### src/pkg/dcd_pkg.sv
`default_nettype none
package dcd_pkg;
  // ---------------------------------------------------------------
  // Widths and counts
  // ---------------------------------------------------------------
  localparam int unsigned ADDR_W        = 14;
  localparam int unsigned BANK_W        = 2;
  localparam int unsigned NBANK         = 4;
  localparam int unsigned COL_W         = 10;
  localparam int unsigned DQ_W          = 16;
  localparam int unsigned DM_W          = 2;
  localparam int unsigned AP_BIT        = 10;
  localparam int unsigned ROW_TOP_BIT   = 13;
  localparam int unsigned CKE_HOLD_CLK  = 3;
  localparam int unsigned XSRD_CLK      = 200;
  localparam int unsigned BURST4        = 4;
  localparam int unsigned ODT_EN_BIT0   = 2;
  localparam int unsigned ODT_EN_BIT1   = 6;
  localparam logic [1:0]  EMR1_SEL      = 2'h1;
  localparam logic [3:0]  RST_MASK      = 4'h0;

  // ---------------------------------------------------------------
  // Command codes {cs_n, ras_n, cas_n, we_n}
  // ---------------------------------------------------------------
  typedef enum logic [3:0] {
    DCD_C_MRS = 4'b0000,
    DCD_C_REF = 4'b0001,
    DCD_C_PRE = 4'b0010,
    DCD_C_ACT = 4'b0011,
    DCD_C_WR  = 4'b0100,
    DCD_C_RD  = 4'b0101,
    DCD_C_NOP = 4'b0111,
    DCD_C_DES = 4'b1111
  } dcd_cmd_e;

  typedef enum logic [2:0] {
    DCD_S_IDLE  = 3'b000,
    DCD_S_ACTV  = 3'b001,
    DCD_S_APD   = 3'b010,
    DCD_S_PPD   = 3'b011,
    DCD_S_SREF  = 3'b100
  } dcd_state_e;

  // Host order codes
  typedef enum logic [2:0] {
    DCD_O_NONE = 3'b000,
    DCD_O_MRS  = 3'b001,
    DCD_O_ACT  = 3'b010,
    DCD_O_PRE  = 3'b011,
    DCD_O_WR   = 3'b100,
    DCD_O_RD   = 3'b101,
    DCD_O_REF  = 3'b110
  } dcd_op_e;

  // ---------------------------------------------------------------
  // Host registers on APB (byte addresses)
  // ---------------------------------------------------------------
  localparam logic [7:0] REG_CMD    = 8'h00;
  localparam logic [7:0] REG_ADDR   = 8'h04;
  localparam logic [7:0] REG_PWR    = 8'h08;
  localparam logic [7:0] REG_STATUS = 8'h0c;
  localparam logic [7:0] REG_WDATA  = 8'h10;

  function automatic logic is_nop_des(input logic [3:0] c);
    return c[3] || (c == DCD_C_NOP);
  endfunction : is_nop_des
endpackage : dcd_pkg
`default_nettype wire

### src/pkg/dcd_if.sv
`default_nettype none
interface dcd_if;
  import dcd_pkg::*;
  logic                cke;
  logic                cs_n;
  logic                ras_n;
  logic                cas_n;
  logic                we_n;
  logic [BANK_W-1:0]   ba;
  logic [ADDR_W-1:0]   addr;
  logic                odt;
  logic [DQ_W-1:0]     dq;
  logic [DM_W-1:0]     dm;
  logic                dvalid;
  modport mem (input cke, cs_n, ras_n, cas_n, we_n, ba, addr, odt, dq, dm, dvalid);
  modport ctl (output cke, cs_n, ras_n, cas_n, we_n, ba, addr, odt, dq, dm, dvalid);
endinterface : dcd_if
`default_nettype wire

### src/rtl/dcd_bank_track.sv
`default_nettype none
module dcd_bank_track
  import dcd_pkg::*;
(
  input  wire logic              pclk,
  input  wire logic              presetn,
  input  wire logic              act,
  input  wire logic              pre,
  input  wire logic              pre_all,
  input  wire logic [BANK_W-1:0] bank,
  output logic      [NBANK-1:0]  open_q
);
  logic [NBANK-1:0] open_d;

  // One tracker per bank
  genvar g;
  generate
    for (g = 0; g < NBANK; g++) begin : g_bank
      always_comb begin
        open_d[g] = open_q[g];
        if (pre && (pre_all || bank == BANK_W'(g))) begin
          open_d[g] = 1'b0;
        end
        if (act && bank == BANK_W'(g)) begin
          open_d[g] = 1'b1;
        end
      end
    end
  endgenerate

  always_ff @(posedge pclk or negedge presetn) begin
    if (!presetn) begin
      open_q <= RST_MASK;
    end else begin
      open_q <= open_d;
    end
  end
endmodule : dcd_bank_track
`default_nettype wire

### src/rtl/dcd_mem.sv
`default_nettype none
module dcd_mem
  import dcd_pkg::*;
#(
  parameter bit X16 = 1'b1
) (
  input  wire logic                pclk,
  input  wire logic                presetn,
  dcd_if.mem                       bus,
  output logic [2:0]               state,
  output logic [NBANK-1:0]         banks_open,
  output logic [ADDR_W-1:0]        mr0,
  output logic [ADDR_W-1:0]        mr1,
  output logic                     odt_on,
  output logic                     illegal,
  output logic                     wr_start,
  output logic                     rd_start,
  output logic [COL_W-1:0]         col,
  output logic                     auto_pre,
  output logic [DQ_W-1:0]          wr_word,
  output logic                     burst_busy
);
  // ---------------------------------------------------------------
  // State
  // ---------------------------------------------------------------
  typedef struct packed {
    logic                            cke_prev;
    dcd_state_e                      st;
    logic [3:0][ADDR_W-1:0]          mr;
    logic [NBANK-1:0][ADDR_W-1:0]    row;
    logic                            odt;
    logic                            ill;
    logic                            wr;
    logic                            rd;
    logic [COL_W-1:0]                col;
    logic                            ap;
    logic [2:0]                      beats;
    logic                            wdir;
    logic [DQ_W-1:0]                 wword;
    logic                            busy;
  } dcd_mem_s;

  dcd_mem_s s_q, s_d;
  logic [3:0]             cmd;
  logic                   is_act, is_pre;
  logic [NBANK-1:0]       open_q;
  logic [ADDR_W-1:0]      row_in;

  // A command counts only with clock enable high on this edge and the last
  function automatic logic live_cmd(input logic [3:0] c, input logic [3:0] want, input logic prev_en,
                                    input logic now_en);
    return prev_en && now_en && (c == want);
  endfunction : live_cmd

  // Pin order cs_n, ras_n, cas_n, we_n; termination never enters the code
  assign cmd    = {bus.cs_n, bus.ras_n, bus.cas_n, bus.we_n};
  // Bank changes use the same live test as the decode below
  assign is_act = live_cmd(cmd, DCD_C_ACT, s_q.cke_prev, bus.cke) && s_q.st != DCD_S_SREF;
  assign is_pre = live_cmd(cmd, DCD_C_PRE, s_q.cke_prev, bus.cke) && s_q.st != DCD_S_SREF;

  always_comb begin
    row_in = bus.addr;
    // The wide part has one row bit fewer
    if (X16) begin
      row_in[ROW_TOP_BIT] = 1'b0;
    end
  end

  // ---------------------------------------------------------------
  // Bank tracking
  // ---------------------------------------------------------------
  dcd_bank_track u_banks (
    .pclk    (pclk),
    .presetn (presetn),
    .act     (is_act),
    .pre     (is_pre),
    .pre_all (bus.addr[AP_BIT]),
    .bank    (bus.ba),
    .open_q  (open_q)
  );

  // ---------------------------------------------------------------
  // Decode
  // ---------------------------------------------------------------
  always_comb begin
    s_d          = s_q;
    s_d.cke_prev = bus.cke;
    // Start and error flags are one-cycle pulses
    s_d.wr       = 1'b0;
    s_d.rd       = 1'b0;
    s_d.ill      = 1'b0;
    // Termination follows its pin except in self refresh; decode ignores it
    s_d.odt      = bus.odt && s_q.st != DCD_S_SREF && !(s_q.cke_prev && !bus.cke
                   && cmd == DCD_C_REF);
    // Burst runs to its end regardless of later commands
    if (s_q.beats != 3'h0) begin
      s_d.beats = s_q.beats - 3'h1;
    end
    // Each beat writes only the bytes whose mask is low
    if (s_q.wdir && s_q.beats != 3'h0 && bus.dvalid) begin
      for (int b = 0; b < DM_W; b++) begin
        if (!bus.dm[b]) begin
          s_d.wword[b*8 +: 8] = bus.dq[b*8 +: 8];
        end
      end
    end
    case (s_q.st)
      DCD_S_IDLE, DCD_S_ACTV: begin
        if (s_q.cke_prev && !bus.cke) begin
          if (cmd == DCD_C_REF && open_q == '0) begin
            s_d.st  = DCD_S_SREF;
          end else if (is_nop_des(cmd)) begin
            s_d.st = (open_q != '0) ? DCD_S_APD : DCD_S_PPD;
          end else begin
            s_d.ill = 1'b1;
          end
        end else if (s_q.cke_prev && bus.cke && !bus.cs_n) begin
          case (cmd)
            DCD_C_MRS: s_d.mr[bus.ba] = bus.addr;
            DCD_C_ACT: s_d.row[bus.ba] = row_in;
            DCD_C_WR, DCD_C_RD: begin
              s_d.wr    = !bus.we_n;
              s_d.rd    = bus.we_n;
              s_d.col   = bus.addr[COL_W-1:0];
              s_d.ap    = bus.addr[AP_BIT];
              s_d.wdir  = !bus.we_n;
              if (s_q.beats == 3'h0) begin
                s_d.beats = 3'(BURST4);
              end else begin
                s_d.ill = 1'b1;
              end
            end
            DCD_C_PRE, DCD_C_REF, DCD_C_NOP: ;
            // Remaining selected code is reserved: flag it, start nothing
            default: s_d.ill = 1'b1;
          endcase
        end
        // With no power change, open banks decide between active and idle
        if (s_d.st == s_q.st) begin
          s_d.st = (s_d.st == DCD_S_IDLE || s_d.st == DCD_S_ACTV) &&
                   ((open_q != '0) || is_act) && !(is_pre && (bus.addr[AP_BIT] || open_q ==
                   (NBANK'(1) << bus.ba))) ? DCD_S_ACTV : DCD_S_IDLE;
        end
      end
      // Low-power states: no refresh runs here; only a clean rise leaves
      DCD_S_APD, DCD_S_PPD, DCD_S_SREF: begin
        if (!s_q.cke_prev && bus.cke) begin
          if (is_nop_des(cmd)) begin
            s_d.st = (open_q != '0) ? DCD_S_ACTV : DCD_S_IDLE;
          end else begin
            s_d.ill = 1'b1;
          end
        end
      end
      default: s_d.st = DCD_S_IDLE;
    endcase
    // Busy is registered so the output comes straight from a flop
    s_d.busy = s_d.beats != 3'h0;
  end

  // Whole state clears together; banks start closed in the tracker
  always_ff @(posedge pclk or negedge presetn) begin
    if (!presetn) begin
      s_q <= '0;
    end else begin
      s_q <= s_d;
    end
  end

  // ---------------------------------------------------------------
  // Outputs
  // ---------------------------------------------------------------
  assign state      = s_q.st;
  assign banks_open = open_q;
  assign mr0        = s_q.mr[0];
  assign mr1        = s_q.mr[EMR1_SEL];
  assign odt_on     = s_q.odt;
  assign illegal    = s_q.ill;
  assign wr_start   = s_q.wr;
  assign rd_start   = s_q.rd;
  assign col        = s_q.col;
  assign auto_pre   = s_q.ap;
  assign wr_word    = s_q.wword;
  assign burst_busy = s_q.busy;
endmodule : dcd_mem
`default_nettype wire

### src/flat_wrapper.sv
// flat-port wrapper written by rule: the top's interface ports become plain ports
module dcd_mem_flat import dcd_pkg::*;
#(
  parameter bit X16 = 1'b1
)
  (pclk, presetn, state, banks_open, mr0, mr1, odt_on, illegal, wr_start, rd_start, col, auto_pre, wr_word, burst_busy, bus_cke, bus_cs_n, bus_ras_n, bus_cas_n, bus_we_n, bus_ba, bus_addr, bus_odt, bus_dq, bus_dm, bus_dvalid);
  dcd_if bus_i ();
  input  wire logic pclk;
  input  wire logic presetn;
  output logic [2:0] state;
  output logic [NBANK-1:0] banks_open;
  output logic [ADDR_W-1:0] mr0;
  output logic [ADDR_W-1:0] mr1;
  output logic odt_on;
  output logic illegal;
  output logic wr_start;
  output logic rd_start;
  output logic [COL_W-1:0] col;
  output logic auto_pre;
  output logic [DQ_W-1:0] wr_word;
  output logic burst_busy;
  input wire logic [$bits(bus_i.cke)-1:0] bus_cke;
  input wire logic [$bits(bus_i.cs_n)-1:0] bus_cs_n;
  input wire logic [$bits(bus_i.ras_n)-1:0] bus_ras_n;
  input wire logic [$bits(bus_i.cas_n)-1:0] bus_cas_n;
  input wire logic [$bits(bus_i.we_n)-1:0] bus_we_n;
  input wire logic [$bits(bus_i.ba)-1:0] bus_ba;
  input wire logic [$bits(bus_i.addr)-1:0] bus_addr;
  input wire logic [$bits(bus_i.odt)-1:0] bus_odt;
  input wire logic [$bits(bus_i.dq)-1:0] bus_dq;
  input wire logic [$bits(bus_i.dm)-1:0] bus_dm;
  input wire logic [$bits(bus_i.dvalid)-1:0] bus_dvalid;
  assign bus_i.cke = bus_cke;
  assign bus_i.cs_n = bus_cs_n;
  assign bus_i.ras_n = bus_ras_n;
  assign bus_i.cas_n = bus_cas_n;
  assign bus_i.we_n = bus_we_n;
  assign bus_i.ba = bus_ba;
  assign bus_i.addr = bus_addr;
  assign bus_i.odt = bus_odt;
  assign bus_i.dq = bus_dq;
  assign bus_i.dm = bus_dm;
  assign bus_i.dvalid = bus_dvalid;
  dcd_mem #(.X16(X16)) u_core (.pclk(pclk), .presetn(presetn), .bus(bus_i), .state(state), .banks_open(banks_open), .mr0(mr0), .mr1(mr1), .odt_on(odt_on), .illegal(illegal), .wr_start(wr_start), .rd_start(rd_start), .col(col), .auto_pre(auto_pre), .wr_word(wr_word), .burst_busy(burst_busy));
endmodule
### config.mk
export PLATFORM = sky130hd
export DESIGN_NAME = dcd_mem_flat
export DESIGN_NICKNAME = d
export VERILOG_FILES = /design/src/pkg/dcd_pkg.sv /design/src/pkg/dcd_if.sv /design/src/rtl/dcd_bank_track.sv /design/src/rtl/dcd_mem.sv /design/src/flat_wrapper.sv
export SDC_FILE = /design/constraint.sdc
export NUM_CORES = 1
export LEC_CHECK = 0
export BUFFER_PORTS_ARGS = -buffer_cell sky130_fd_sc_hd__buf_4
export CAP_MARGIN = 10
export CORE_MARGIN = 1.5
export CORE_UTILIZATION = 51
export CTS_BUF_LIST = sky130_fd_sc_hd__clkbuf_8 sky130_fd_sc_hd__clkbuf_16
export DETAILED_ROUTE_END_ITERATION = 8
export GPL_TIMING_DRIVEN = 0
export PLACE_DENSITY_LB_ADDON = 0.25
export SKIP_CTS_REPAIR_TIMING = 1
export SYNTH_ARGS = -nofsm -noshare
export SYNTH_HDL_FRONTEND = slang
export SYNTH_SLANG_ARGS = --single-unit
### constraint.sdc
create_clock -name pclk -period 2.3 [get_ports pclk]
set_clock_uncertainty 0.2 [all_clocks]
set_input_delay 0.345 -clock pclk [delete_from_list [all_inputs] [get_ports pclk]]
set_output_delay 0.345 -clock pclk [all_outputs]
set_load 0.01 [all_outputs]
; After elaboration in Yosys (flattened, before gate mapping)
; Index checks and enable logic that the tools add are counted.
[classes]
reduce_logical = 62
bitwise = 3
muxes = 35
magnitude_cmp = 2
add_sub_neg = 1
shift = 1
eq_ne = 19
[op_table]
columns = op, count
row1 = 56-bit bitwise mux, 1
row2 = 17-bit two-way mux, 3
row3 = 14-bit demux with 2-bit select, 1
row4 = 3-bit two-way mux, 9
row5 = 1-bit logical AND, 26
row6 = 18-bit two-way mux, 1
row7 = 1-bit two-way mux, 16
row8 = 14-bit two-way mux, 1
row9 = 4-bit by 3-bit == test with 1-bit output (second input constant), 3
row10 = 3-bit logical NOT, 3
row11 = 4-bit by 2-bit == test with 1-bit output (second input constant), 2
row12 = 4-bit logical NOT, 2
row13 = 1-bit logical OR, 8
row14 = 4-bit AND reduction, 2
row15 = 2-bit nonzero test, 4
row16 = 3-bit by 1-bit == test with 1-bit output (second input constant), 2
row17 = 3-bit by 2-bit == test with 1-bit output (second input constant), 2
row18 = 1-bit logical NOT, 6
row19 = 3-bit one-hot mux with 2 select lines, 1
row20 = 2-bit AND reduction, 3
row21 = 3-bit nonzero test, 2
row22 = 5-bit OR reduction, 1
row23 = 2-bit == test (second input constant), 2
row24 = 4-bit by 1-bit == test with 1-bit output (second input constant), 1
row25 = 16 further kinds, 21
[totals]
regBits = 100
out_inout_bits = 67
wordCells = 144
input_bits = 43

; Longest topological paths before layout
[logic_depth]
depth_word = 13
depth_mapped = 7
depth_no_buf = 6

; By module
; From an unflattened synthesis, not the netlist that was laid out.
[unflattened]
cells_unflattened = 285
hier_area_um2 = 3502.1
[by_module_without_submodules]
columns = module, cells_per_inst, area_each_um2, seq_area_each_um2, n_inst
row1 = dcd_mem, 268, 3303.2, 1701.6, 1
row2 = dcd_bank_track, 17, 198.9, 100.1, 1

; Least setup slack after synthesis
; No wires, ideal clock.
[synth_path]
kind = register -> register
start = register u_core.s_q[19] (netlist bit)
end = register u_core.s_q, in the netlist u_core.wr_word[0]
required_time_ps = 1975
n_path_buf = 1
period_less_slack_ps = 1948
path_stages_with_launch = 8
path_slack_ps = 352
arrival_time_ps = 1623
path_cell_list = dfrtp_1 > inv_1 > ha_1 > nand2b_1 > clkbuf_1 > nand3_1 > nor2_2 > mux2_2
[synth_between]
elab_chain_len = 4
[synth_lines]
columns = element, line_no
row1 = start: declaration, dcd_mem.sv:43  ; dcd_mem_s s_q, s_d;
row2 = start signal: assignment, dcd_mem.sv:164  ; s_q <= '0;
row3 = start signal: assignment, dcd_mem.sv:166  ; s_q <= s_d;
row4 = 3-bit nonzero test, dcd_mem.sv:100  ; if (s_q.wdir && s_q.beats != 3'h0 && bus.dvalid) begin
row5 = 1-bit logical AND (2 in a row), dcd_mem.sv:100
row6 = 2-bit AND reduction (no line), n/a
; Every way passes these cells.
; A chain may end at the register's enable or synchronous reset.

; Worst setup path after layout
[layout_path]
start = register u_core.s_q[18] (netlist bit)
end = register u_core.s_q, in the netlist u_core.wr_word[14]
; The elaborated chain is that of the path after synthesis.

==> summary.md <==
| Metric | Value |
|---|---|
| Status | finished with violations |
| Violated checks | negative hold slack |
| Vias in the first global route | 2401 |
| Period utilization | 0.918 |
| Total GRT Usage | 0.193 |
| Place WS | around 25 ps |
| Clk pin slew, worst setup/hold paths | roughly 80 ps |
| Reg-to-Reg Start | u_core.s_q[18] |
| Hold crit path type | in -> async |
| Row Count | 30 |
| Routability cong. | between 0.8 and 0.9 |
| LEAKAGE | about 2.5 nW |
| Post-route antenna net violation count | 0 |
| Router iterations before antenna repair | 4 |
| Final hold violation count | about 70 |
| Core area | slightly below 7000 um^2 |
| Die area | about 7500 um^2 |
| Die X | 86.9 um |
| Syn_area_per_cell | between 10 and 15 um^2 |
| CP Max Fanout | 8 |
| Min Tclk post-route | between 2000 and 2500 ps |
| Routed vias/inst | approximately 4.9 |
| Worst Reg-to-Reg Cells | 6 |
| Pins Over Slew Limit | 0 |
| Layout area overhead | 32.1% |
| Grt met3 use | 0.0569 |
| Worst setup path end | u_core.wr_word[14] |
| GRT Max-Usage Layer | met2 |
| Met2 Track Usage GR | 0.326 |
| CTS root buf | clkbuf_8 |
| DRT iter0 DRCs | 99 |
| Htree depth | 3 |
| Critical path's top delay family | simple AND/OR/NAND/NOR gates |
| CP startpoint kind | flop |
| CP Buf/Inv Count | 1 |
| Max cap viols | 0 |
| Main synth FF type | dfrtp_1 |
| # setup viols final | 0 |
| CTS Buffer Depth | 2 |
| Peak supply drop | between 0.4 and 0.5 mV |
| Total clock buffers created by CTS | 9 |
| Final nets | 450 |
| Layout cells sized above 1 | 0.619 |
| Via count | between 2000 and 2500 |
| Asr flop ratio synth | 1.00 |
| Post-synthesis sequential area ratio | 0.502 |
| Worst setup path start | u_core.s_q[18] |
| Synth Warn # | 0 |
| Number of port buffers | roughly 110 |
| Syn Std Cell Area | around 3600 um^2 |
| Sum Neg Setup Slack | 0 ps |
| Detailed Route WL | 7.14 mm |
| Fin cells | 505 |
| Critical Path End Type | flop |
| Mapped Cells | 285 |
| Io pins | 110 |
| DP Cell Count | 489 |
| Remaining DRCs | 0 |
| R2r setup slk | 190 ps |
| Crit-path cells | inv_1 > ha_1 > nand2b_1 > nand3_1 > nor2_4 > mux2_2 |
| Hold slack final | -58.8 ps |
| Critical Path Stages | 6 |
| Syn nets | around 330 |
| Worst-Margin Slew | 889 ps |
| Number of antenna violations at the first check in global routing | 0 |
| Met1 GRT Util | 0.240 |
| Die Y | between 80 and 90 um |
| PwrDens | 902 nW/um^2 |
| Slowest-stage cell, CP | mux2_2 |
| WL per Instance | around 14 um |
| Max-slew headroom | 0.407 |
| Antenna Cells | 0 |
| Number of flops mapped to enable cells by yosys | 0 |
| Distinct cells, synth | 44 |
| Critical path class | reg -> reg |
| Total power after layout | 4.28 mW |
| Initial Util | 0.528 |
| Total grt overflow | 0 |
| Slowest stage delay, CP | between 300 and 400 ps |
| F_max | ~470 MHz |
| Clock sink count | between 70 and 80 |
| First-pass GRT wire length | 11.2 mm |
| Latest clock arrival within the worst-skew pair | approximately 330 ps |
| Worst R2R End | u_core.wr_word[14] |
| Dpl hpwl | roughly 5.2 mm |
| Flops & latches, synth | 72 |
| Req. time, crit path | ~2300 ps |
| Worst setup margin | 189 ps |
| RSZ-0062 raised after global routing | no |
| Largest net degree at the start of global routing | 73 |
| Critical Path AT | ~2100 ps |
| CTS tree | done |
[cell type report]
cell class	instances	area [um^2]
Clock buffer	10	138
Clock inverter	6	67.6
Fill cell	522	2050
Sequential cell	72	1800
Multi-Input combinational cell	143	1290
Inverter	6	22.5
Buffer	63	484
Timing Repair Buffer	109	821
Tap cell	96	120
[report_power, final]
| part | leakage [nW] | total, mW | switching [mW] | internal (mW) |
|---|---|---|---|---|
| clock | 0.0989 | 1.02 | 0.484 | 0.534 |
| sequential | 0.934 | 1.72 | 0.162 | 1.55 |
| combinational | 1.46 | 1.54 | 0.598 | 0.946 |
[worst register-to-register path, cell delays in order (launching register included)]
cell,delay [ps]
dfrtp_1,330
inv_1,70
ha_1,250
nand2b_1,230
nand3_1,250
nor2_4,290
mux2_2,370
[flip-flops by register name, summed over array words and instances, names as in the netlist, 3 cells and up]
signal	count
u_core.col	10
u_core.mr0	14
u_core.mr1	14
u_core.s_q	5
u_core.state	3
u_core.u_banks.open_q	4
u_core.wr_word	16
[per-stage QoR]
stage                     utilization  cell area, um^2
after floorplan                     -             3590
after global placement          0.665             4520
after detailed placement        0.665             4520
after CTS                       0.695             4720
after global routing            0.698             4740
final                           0.698             4740
[how the worst min path moves through the flow]
stage	slack, ps	end	start
2_1_floorplan	-150	u_core.auto_pre	presetn
3_3_place_gp	260	u_core.s_q[17]	u_core.s_q[17]
3_5_place_dp	280	u_core.s_q[17]	u_core.s_q[17]
4_1_cts	-40	u_core.state[2]	presetn
5_1_grt	6	u_core.mr1[1]	presetn
6_report	-60	u_core.state[2]	presetn
[cell usage after synthesis (3+ instances only)]
cell	n	share of area
mux2_4	12	0.050
inv_1	6	0.0063
mux2_2	43	0.13
nand2b_1	3	0.0052
nand3_1	3	0.0042
dfrtp_1	72	0.50
ha_1	3	0.010
o21ai_0	7	0.0098
nor2_1	13	0.014
buf_4	58	0.12
a22o_1	4	0.0098
buf_6	4	0.013
a21oi_1	9	0.013
nand2_1	3	0.0031
nor3b_1	3	0.0063
[layer usage]
metal / share of wire / wire length (um) / up-vias
met4: 0.0043 / 31 / 0
met5: 0 / 0 / -
met1: 0.42 / 2970 / 1161
li1: - / - / 1193
met3: 0.075 / 533 / 2
met2: 0.50 / 3600 / 95
[cells in the final DEF (no fill, tap or decap), types with 2 or more instances in the layout]
master / count
nor3b_1: 3
nand2_1: 3
o21ai_0: 7
a21oi_1: 9
buf_6: 4
nor2b_1: 2
buf_4: 166
nor3_1: 2
nand3_1: 3
o31ai_1: 2
nor4_1: 2
ha_1: 3
and2_1: 2
a2111oi_0: 2
a22o_1: 4
a31oi_1: 2
mux2_4: 12
clkbuf_8: 10
nand3b_1: 2
or3b_2: 2
nand2_4: 2
a211oi_1: 2
dfrtp_1: 72
clkinvlp_4: 2
inv_1: 6
nand2b_1: 3
nor2_4: 2
mux2_2: 43
nor2_1: 13
[cells by family (layout without fill, tap and decap cells)]
group | after synthesis | in the layout | synth area share
AOI/OAI and AO/OA | 33 | 33 | 0.0617
muxes | 56 | 56 | 0.188
adders and majority gates | 3 | 3 | 0.0105
and+or+nand+nor | 51 | 51 | 0.0955
buffers and inverters | 70 | 194 | 0.142
DFF | 72 | 72 | 0.502
Power figures use the tool's default switching activity.
